--- config.mk ---
export PLATFORM = sky130hd
export DESIGN_NAME = dss_host_sequencer
export DESIGN_NICKNAME = d
export VERILOG_FILES = /design/src/logic/dss_pkg.sv /design/src/logic/dss_tick_counter.sv /design/src/logic/dss_host_sequencer.sv
export SDC_FILE = /design/constraint.sdc
export NUM_CORES = 1
export LEC_CHECK = 0
export BUFFER_PORTS_ARGS = -buffer_cell sky130_fd_sc_hd__buf_2
export CAP_MARGIN = 20
export CORE_MARGIN = 2
export CORE_UTILIZATION = 37
export DETAILED_ROUTE_END_ITERATION = 12
export GPL_TIMING_DRIVEN = 0
export HOLD_SLACK_MARGIN = 0.03
export PLACE_DENSITY = 0.52
export SLEW_MARGIN = 20
export SYNTH_ARGS = -nofsm -noshare
export SYNTH_HDL_FRONTEND = slang
export SYNTH_SLANG_ARGS = --single-unit
--- constraint.sdc ---
create_clock -name clock -period 7.1 [get_ports clock]
set_input_delay 0.355 -clock clock [delete_from_list [all_inputs] [get_ports clock]]
set_output_delay 0.355 -clock clock [all_outputs]
set_load 0.05 [all_outputs]
--- src/logic/dss_pkg.sv ---
// package of phase codes, states and timing constants for the dual slope sequencer host
package dss_pkg;
   // phase select codes as {a, b}
   localparam logic [1:0] DSS_PH_OFFSET_NULL = 2'h1;
   localparam logic [1:0] DSS_PH_INTEGRATE = 2'h2;
   localparam logic [1:0] DSS_PH_REF_RAMP = 2'h3;
   localparam logic [1:0] DSS_PH_CLEAR = 2'h0;
   // clock rate and documented times
   localparam int DSS_CLK_MHZ = 200;
   localparam int DSS_CMP_DELAY_US = 2;
   localparam int DSS_CMP_DELAY_CYC = DSS_CMP_DELAY_US * DSS_CLK_MHZ;
   localparam int DSS_INT_TIME_MS = 33;
   localparam int DSS_INT_CYC = DSS_INT_TIME_MS * DSS_CLK_MHZ * 1000;
   // sequencer states, gray coded from idle through clear; clear back to idle flips two bits
   typedef enum logic [2:0] {
      DSS_IDLE = 3'h0,
      DSS_NULL = 3'h1,
      DSS_INTEG = 3'h3,
      DSS_RAMP = 3'h2,
      DSS_CLEAR = 3'h6
   } dss_state_e;
endpackage

--- src/logic/dss_tick_counter.sv ---
// cycle counter with clear, enable and terminal flag
`timescale 1ns/1ps
`default_nettype none
module dss_tick_counter
   import dss_pkg::*;
#(
   parameter int WIDTH = 32
)
(
   input wire logic clock,
   input wire logic rst_n,
   input wire logic clear,
   input wire logic enable,
   input wire logic [WIDTH-1:0] limit,
   output logic [WIDTH-1:0] count,
   output logic at_limit
);
   // elaboration check: a one-bit counter could not tell a clear from a limit
   if (WIDTH < 2)
      $error("dss_tick_counter width too small");

   // counter saturates at the limit so it can never wrap into a small value
   always_ff @(posedge clock or negedge rst_n)
   begin
      if (!rst_n)
         count <= '0;
      else if (clear)
         count <= '0;
      else if (enable && count != limit)
         count <= count + 1'b1;
   end

   assign at_limit = (count == limit);
endmodule
`default_nettype wire

--- src/logic/dss_host_sequencer.sv ---
// host controller that steps the dual slope front end through its four phases
`timescale 1ns/1ps
`default_nettype none
module dss_host_sequencer
   import dss_pkg::*;
#(
   parameter int CW = 32,
   parameter int INT_CYCLES = DSS_INT_CYC,
   parameter int NULL_CYCLES = DSS_INT_CYC,
   parameter int RAMP_LIMIT = 2 * DSS_INT_CYC,
   parameter int CLEAR_LIMIT = DSS_INT_CYC,
   parameter int LAG_CYCLES = DSS_CMP_DELAY_CYC
)
(
   input wire logic clock,
   input wire logic reset_n,
   input wire logic start,
   input wire logic zero_cross_compare_out,
   output logic phase_a,
   output logic phase_b,
   output logic busy,
   output logic result_valid,
   output logic result_sign,
   output logic [CW-1:0] result_count,
   output logic result_overrange
);
   // elaboration checks on the counts the shared counter must hold
   if (INT_CYCLES < 2 || NULL_CYCLES < 2 || CLEAR_LIMIT < 2)
      $error("dss_host_sequencer phase counts too small");
   // shift only taken below 32 bits so the bound never overflows an int
   if (CW < 2 || RAMP_LIMIT <= LAG_CYCLES || (CW < 32 && RAMP_LIMIT >= (1 << (CW - 1))))
      $error("dss_host_sequencer ramp limit does not fit");

   logic rst_meta_reg;
   logic rst_n_reg;
   dss_state_e state_reg;
   logic [1:0] phase_next;
   logic cnt_clear;
   logic cnt_at_limit;
   logic [CW-1:0] cnt_value;
   logic [CW-1:0] cnt_limit;
   logic cmp_prev_reg;
   logic cmp_fall;

   // reset release through two flip-flops
   always_ff @(posedge clock or negedge reset_n)
   begin
      if (!reset_n)
      begin
         rst_meta_reg <= 1'b0;
         rst_n_reg <= 1'b0;
      end
      else
      begin
         rst_meta_reg <= 1'b1;
         rst_n_reg <= rst_meta_reg;
      end
   end

   // limit of the shared counter depends on the phase in progress
   always_comb
   begin
      unique case (state_reg)
         DSS_NULL: cnt_limit = CW'(NULL_CYCLES - 1);
         DSS_INTEG: cnt_limit = CW'(INT_CYCLES - 1);
         DSS_RAMP: cnt_limit = CW'(RAMP_LIMIT);
         DSS_CLEAR: cnt_limit = CW'(CLEAR_LIMIT);
         default: cnt_limit = '0;
      endcase
   end

   dss_tick_counter #(
      .WIDTH(CW)
   ) u_count (
      .clock(clock),
      .rst_n(rst_n_reg),
      .clear(cnt_clear),
      .enable(state_reg != DSS_IDLE),
      .limit(cnt_limit),
      .count(cnt_value),
      .at_limit(cnt_at_limit)
   );

   // comparator input is taken as synchronous; one stage kept for edge detection
   always_ff @(posedge clock or negedge rst_n_reg)
   begin
      if (!rst_n_reg)
         cmp_prev_reg <= 1'b1;
      else
         cmp_prev_reg <= zero_cross_compare_out;
   end

   assign cmp_fall = cmp_prev_reg && !zero_cross_compare_out;

   // phase stepping; the comparator is never looked at during null
   always_ff @(posedge clock or negedge rst_n_reg)
   begin
      if (!rst_n_reg)
         state_reg <= DSS_IDLE;
      else
      begin
         unique case (state_reg)
            DSS_IDLE:
               if (start)
                  state_reg <= DSS_NULL;
            DSS_NULL:
               if (cnt_at_limit)
                  state_reg <= DSS_INTEG;
            DSS_INTEG:
               if (cnt_at_limit)
                  state_reg <= DSS_RAMP;
            DSS_RAMP:
               if (cmp_fall || cnt_at_limit)
                  state_reg <= DSS_CLEAR;
            DSS_CLEAR:
               if (zero_cross_compare_out || cnt_at_limit)
                  state_reg <= DSS_IDLE;
            default:
               state_reg <= DSS_IDLE;
         endcase
      end
   end

   // counter restarts on every phase change
   assign cnt_clear = (state_reg == DSS_IDLE)
      || (state_reg == DSS_NULL && cnt_at_limit)
      || (state_reg == DSS_INTEG && cnt_at_limit)
      || (state_reg == DSS_RAMP && (cmp_fall || cnt_at_limit));

   // a/b chosen from the next state so pins change with the state itself
   always_comb
   begin
      phase_next = {phase_a, phase_b};
      unique case (state_reg)
         DSS_IDLE: phase_next = DSS_PH_OFFSET_NULL;
         DSS_NULL: phase_next = cnt_at_limit ? DSS_PH_INTEGRATE : DSS_PH_OFFSET_NULL;
         DSS_INTEG: phase_next = cnt_at_limit ? DSS_PH_REF_RAMP : DSS_PH_INTEGRATE;
         DSS_RAMP: phase_next = (cmp_fall || cnt_at_limit) ? DSS_PH_CLEAR : DSS_PH_REF_RAMP;
         DSS_CLEAR: phase_next = (zero_cross_compare_out || cnt_at_limit)
            ? DSS_PH_OFFSET_NULL : DSS_PH_CLEAR;
         default: phase_next = DSS_PH_OFFSET_NULL;
      endcase
   end

   // pins driven from flip-flops: the device latches nothing, so glitches would act at once
   always_ff @(posedge clock or negedge rst_n_reg)
   begin
      if (!rst_n_reg)
      begin
         phase_a <= 1'b0;
         phase_b <= 1'b1;
      end
      else
      begin
         phase_a <= phase_next[1];
         phase_b <= phase_next[0];
      end
   end

   // busy follows the state after this edge, from a flop so it moves together with a/b
   always_ff @(posedge clock or negedge rst_n_reg)
   begin
      if (!rst_n_reg)
         busy <= 1'b0;
      else if (state_reg == DSS_IDLE)
         busy <= start;
      else if (state_reg == DSS_CLEAR)
         busy <= !(zero_cross_compare_out || cnt_at_limit);
      else
         busy <= state_reg inside {DSS_NULL, DSS_INTEG, DSS_RAMP};
   end

   // sign sampled on the last integrate cycle, when the integrator swing is largest
   always_ff @(posedge clock or negedge rst_n_reg)
   begin
      if (!rst_n_reg)
         result_sign <= 1'b0;
      else if (state_reg == DSS_INTEG && cnt_at_limit)
         result_sign <= ~zero_cross_compare_out;
   end

   // result: ramp length minus comparator lag, or the unreduced ramp count on overrange; the device handles reference polarity
   always_ff @(posedge clock or negedge rst_n_reg)
   begin
      if (!rst_n_reg)
      begin
         result_valid <= 1'b0;
         result_count <= '0;
         result_overrange <= 1'b0;
      end
      else
      begin
         result_valid <= state_reg == DSS_RAMP && (cmp_fall || cnt_at_limit);
         if (state_reg == DSS_RAMP && cmp_fall)
         begin
            result_count <= (cnt_value > CW'(LAG_CYCLES))
               ? cnt_value - CW'(LAG_CYCLES) : '0;
            result_overrange <= 1'b0;
         end
         else if (state_reg == DSS_RAMP && cnt_at_limit)
         begin
            result_count <= cnt_value;
            result_overrange <= 1'b1;
         end
      end
   end
endmodule
`default_nettype wire

# --- Yosys cells after proc, flatten, opt, wreduce, memory -nomap -nowiden ---
# Index checks and enable logic that the tools add are counted.
totals:
  register_bits: 76
  latch_bits: 0
  ram_bits: 0
  rom_bits: 0
  inputBits: 4
  out_inout_bits: 38
  wordCells: 69
  mem_count: 0
classes:
  addsub: 2
  multipliers: 0
  div: 0
  order_cmp: 1
  eq_ne: 11
  n_shift: 0
  muxes: 21
  n_bitwise: 1
  n_reduce_logical: 21
op_table:
  columns: ["op", "count"]
  rows:
  - ["32-bit 2-to-1 mux", 5]
  - ["24-bit one-hot mux with 3 select lines", 1]
  - ["32-bit by 1-bit adder with 32-bit output, second input constant", 1]
  - ["32-bit by 24-bit equality test with 1-bit output", 1]
  - ["32-bit by 9-bit greater-than comparator with 1-bit output, second input constant", 1]
  - ["32-bit by 24-bit inequality test with 1-bit output", 1]
  - ["32-bit by 9-bit subtractor with 32-bit output, second input constant", 1]
  - ["3-bit 2-to-1 mux", 5]
  - ["3-bit one-hot mux with 5 select lines", 1]
  - ["2-bit inequality test, second input constant", 5]
  - ["2-bit one-hot mux with 4 select lines", 1]
  - ["1-bit logical AND", 7]
  - ["3-bit by 2-bit equality test with 1-bit output, second input constant", 2]
  - ["1-bit 2-to-1 mux", 6]
  - ["3-bit nonzero test", 2]
  - ["1-bit logical OR", 5]
  - ["5-bit AND reduction", 1]
  - ["2-bit 2-to-1 mux", 2]
  - ["2-bit nonzero test", 2]
  - ["3-bit by 1-bit equality test with 1-bit output, second input constant", 1]
  - ["3-bit equality test, second input constant", 1]
  - ["3-bit logical NOT", 1]
  - ["1-bit logical NOT", 2]
  - ["2-bit OR reduction", 1]
  - ["1-bit NOT", 1]

# --- Logic depth before layout (Yosys ltp) ---
depth:
  word_depth: 9
  mapped_depth: 10
  depth_no_buf: 8

# --- Cells and area by module ---
# A second synthesis with hierarchy kept.
hier_totals:
  hier_cells: 495
  area_unflattened_um2: 4461.8
modules_own_cells:
  columns: ["mod", "n_inst", "cells_per_inst", "area_each_um2", "seq_area_each_um2"]
  rows:
  - ["dss_host_sequencer", 1, 263, 2344.7, 1103.6]
  - ["dss_tick_counter", 1, 232, 2117.0, 800.8]

# --- Least setup slack after synthesis ---
# No wires, ideal clock.
synth_timing:
  path_type: "register to register"
  from: "reg u_count.count[26]"
  to: "reg result_count[11]"
  setup_ns: 0.125
  arrival_ns: 2.683
  required_time_ns: 6.975
  path_slack_ns: 4.292
  path_stages_with_launch: 10
  path_buffers: 2
  synth_period_minus_slack_ns: 2.808
  path_cell_list: "dfrtp_1 clkbuf_1 or4_1 nor4_1 o221ai_1 nor3_1 a21oi_2 inv_2 buf_4 mux2_2"
synth_via:
  elab_chain_cells: 3
  elab_cells_between_ends: 6
  cone_classes: "order compare: 1; eq/ne: 1; mux: 2; reduce/logical: 2"
synth_rtl:
  columns: ["item", "line", "rtl"]
  rows:
  - ["from (decl)", "dss_tick_counter.sv:15", "output logic [WIDTH-1:0] count,"]
  - ["from (signal assigned)", "dss_tick_counter.sv:30", "count <= count + 1'b1;"]
  - ["32-bit by 9-bit greater-than comparator with 1-bit output / 32-bit by 24-bit equality test with 1-bit output (equally long branches)", "dss_host_sequencer.sv:196, dss_tick_counter.sv:33", null]
  - ["32-bit 2-to-1 mux / 1-bit logical AND (equally long branches)", "dss_host_sequencer.sv:197, dss_host_sequencer.sv:200", null]
  - ["32-bit 2-to-1 mux / 2-bit nonzero test (equally long branches)", null, null]
  - ["to (signal assigned)", "dss_host_sequencer.sv:196", "result_count <= (cnt_value > CW'(LAG_CYCLES))"]
  - ["to (signal assigned)", "dss_host_sequencer.sv:202", "result_count <= cnt_value;"]
  - ["to (decl)", "dss_host_sequencer.sv:24", "output logic [CW-1:0] result_count,"]
# Several ways; a longest one is shown, not always the timed one.
# A chain may end at the register's enable or synchronous reset.

# --- Worst setup path after layout ---
# Ends and elaborated chain as after synthesis.

==> results.py <==
metrics = {
    "synth": {
        "syn_nets": 473,
        "synth_cells": 464,
        "avgSynthCellArea_um2": 9.557,
        "syn_area_um2": 4434,
        "yosysWarnings": 0,
        "ys_ff_latch": 76,
        "yosysSeqAreaShare_pct": 42.95,
        "synth.distinct_cells": 60,
        "ys.flop_type": "dfrtp_1",
        "synth_top_area_cell": "dfrtp_1",
        "async_flop_share_pct": 100.0,
        "synth_edf_count": 0,
        "synthTopCellsByArea": "dfrtp_1 42%, xnor2_1 6.7%, nor2_1 6.4%, mux2_4 5.4%, xor2_1 3.4%",
        "synth_top_area_share_pct": 41.76,
    },
    "grt": {
        "gr-total-overflow": 0,
        "grt_max_degree": 50,
        "gr-usage-all-layers_pct": 18.34,
        "grt_pass1_wl_mm": 18.53,
        "grt_pass1_vias": 3524,
        "antenna_found_initial": 0,
    },
    "sta": {
        "slew_violations": 0,
        "setup_violations": 0,
        "worst_slew_pin_slew_ns": 1.014,
        "period_needed_ns": 3.490,
        "hold_viol_final": 0,
        "skew_ns": 0.009585,
        "setup_tns_ns": 0,
        "max_freq_mhz": 286.5,
        "max_slew_margin_pct": 32.26,
        "rsz0062_at_grt": "no",
        "fin_crit_sh_pct": 49.15,
    },
    "die": {
        "fp.dieH_um": 113.5,
        "row_count": 39,
        "fp.dieArea_um2": 12880,
        "ios": 42,
        "core_um2": 11560,
        "floorplan.initialDensity_pct": 38.34,
        "die_w_um": 113.5,
    },
    "finish": {
        "layout-drive-gt1-share_pct": 20.65,
        "n_antenna_cell": 0,
        "fin_nets": 527,
        "ff_latch_area_um2": 1908,
        "final_area_um2": 5170,
        "final_cell_mix": "76 x nor2_1, 73 x dfrtp_1, 43 x buf_2",
        "layout_commonest_cell": "nor2_1",
        "finalNonFillerCells": 666,
        "nFillCells": 1156,
        "area_growth_pct": 16.59,
        "final_util_pct": 44.70,
        "multi_input_area_um2": 2317,
    },
    "hold_path": {
        "hold_class": "in -> reg",
        "min_to": "cmp_prev_reg",
        "hold_start": "zero_cross_compare_out",
        "hold_depth": 1,
    },
    "routing": {
        "firstDrtPassIters": 4,
        "post-route-drc-count": 0,
        "finalWirelength_mm": 11.04,
        "first_iter_violations": 162,
        "wl_per_cell_um": 16.58,
        "ant_nets": 0,
        "vias_per_cell": 5.395,
        "vias": 3593,
    },
    "clocking": {
        "cts-buffers-inserted": 9,
        "cts_post_setup_buffers_inserted": 0,
        "numClockSinks": 76,
        "path_clk_slew_ns": 0.06,
        "clock_latency_ns": 0.35,
        "cts_tree": "built",
        "post_cts_resize_count": 0,
        "cts_max_path_buffers": 2,
        "htreeDepth": 3,
        "cts_hold_buf": 1,
        "cts_root_buf": "clkbuf_16",
    },
    "worst_setup_path": {
        "critPathLaunchType": "flop",
        "crit_start": "u_count.count[26]",
        "crit_chain": "clkbuf_1 -> or4_1 -> nor4_1 -> o221ai_1 -> nor3_1 -> a21oi_2 -> inv_2 -> buf_4 -> mux2_2",
        "r2r_end": "result_count[11]",
        "cp_max_fo": 10,
        "reg2reg_depth": 9,
        "r2r_setup_slack_ns": 3.61,
        "required_ns": 7.33,
        "crit_arrival_ns": 3.72,
        "critical_path_buf_inv_count": 3,
        "endpoint_kind": "flop",
        "timing.rr.start": "u_count.count[26]",
        "crit_slowest_cell": "or4_1",
        "critPathMaxStageDelay_ns": 0.58,
        "path_delay_family": "simple AND/OR/NAND/NOR gates",
        "path_class": "reg -> reg",
    },
    "power_and_ir_drop": {
        "cellPowerDensity_nw_per_um2": 215.2,
        "cellLeakagePower_nw": 2.383,
        "ir_drop_v": 0.0001525,
    },
    "flow_run": {
        "maxCapViolCount": 0,
    },
    "placement": {
        "dp_cells": 649,
        "place_congestion": 0.8861,
        "placed_area_um2": 4850,
        "dp_hpwl_mm": 8.089,
        "portBuffers": 41,
    },
    "status": {
        "status": "completed",
    },
}
==> area by class of cell <==
cell class | count | area share, %
multi-input combinational | 341 | 44.82
clock buffer | 10 | 4.622
timing repair buffer | 43 | 4.695
clock inverter | 6 | 1.379
tap | 143 | 3.461
sequential | 76 | 36.91
inverter | 8 | 0.5808
buffer | 39 | 3.533
==> worst max path at each step <==
stage | endpoint | slack, ns | cells past startpoint
2_1_floorplan | result_count[11] | 4.29 | 9
3_3_place_gp | u_count.count[6] | 3.55 | 8
3_5_place_dp | u_count.count[2] | 3.55 | 8
4_1_cts | u_count.count[6] | 3.54 | 8
5_1_grt | result_count[30] | 3.36 | 9
6_report | result_count[11] | 3.61 | 9
==> cell usage after synthesis (all sizes together) (5+ instances only) <==
master  count
nor2       77
dfrtp      74
xnor2      34
clkbuf     29
mux2       25
nand2      22
nor3       20
xor2       17
nor4       14
nand4      13
a21oi      11
buf        10
nand3       9
inv         8
or4         8
nor2b       7
and3        6
or2         6
ha          5
o21a        5
or3         5
==> worst register-to-register path, delay by kind of cell (launching register included) <==
| family | cells | cell delay (ns) |
|---|---|---|
| DFF | 1 | 0.35 |
| and+or+nand+nor | 3 | 1.44 |
| buffers and inverters | 3 | 0.73 |
| muxes | 1 | 0.35 |
| AOI/OAI and AO/OA | 2 | 0.50 |
==> stage by stage <==
| stage | hold slack [ns] | setup WS [ns] | power [W] |
|---|---|---|---|
| after floorplan | 0.05941 | 4.292 | 0.0005970 |
| after global placement | 0.1399 | 3.552 | 0.0006387 |
| after detailed placement | 0.1441 | 3.546 | 0.0006439 |
| after CTS | 0.1568 | 3.538 | 0.001126 |
| after global routing | 0.1717 | 3.357 | 0.001166 |
| final | 0.1626 | 3.610 | 0.001112 |
==> kinds of logic after synthesis <==
logic type | Yosys count | share of synthesized area (%)
mux | 25 | 7.703
flops | 76 | 42.95
other cells | 1 | 0.08457
compound gates | 52 | 8.437
fa+ha+maj | 5 | 1.411
xor+xnor | 51 | 10.07
buf+inv | 47 | 4.797
simple gates | 207 | 24.55
==> metal layers <==
layer / wire length, um / track usage (%) / vias up
met5: 0 / 0 / -
met4: 229 / 7.805 / 0
met3: 330 / 2.444 / 15
met2: 5120 / 29.70 / 61
met1: 5362 / 24.81 / 1781
li1: - / - / 1736
==> power breakdown <==
part           internal [W]  switching [W]  leakage [nW]
clock network      0.000284       0.000190         0.145
registers          0.000455      0.0000218          1.01
logic             0.0000587       0.000102          1.22
No activity file was read; power rests on OpenSTA's default activity.
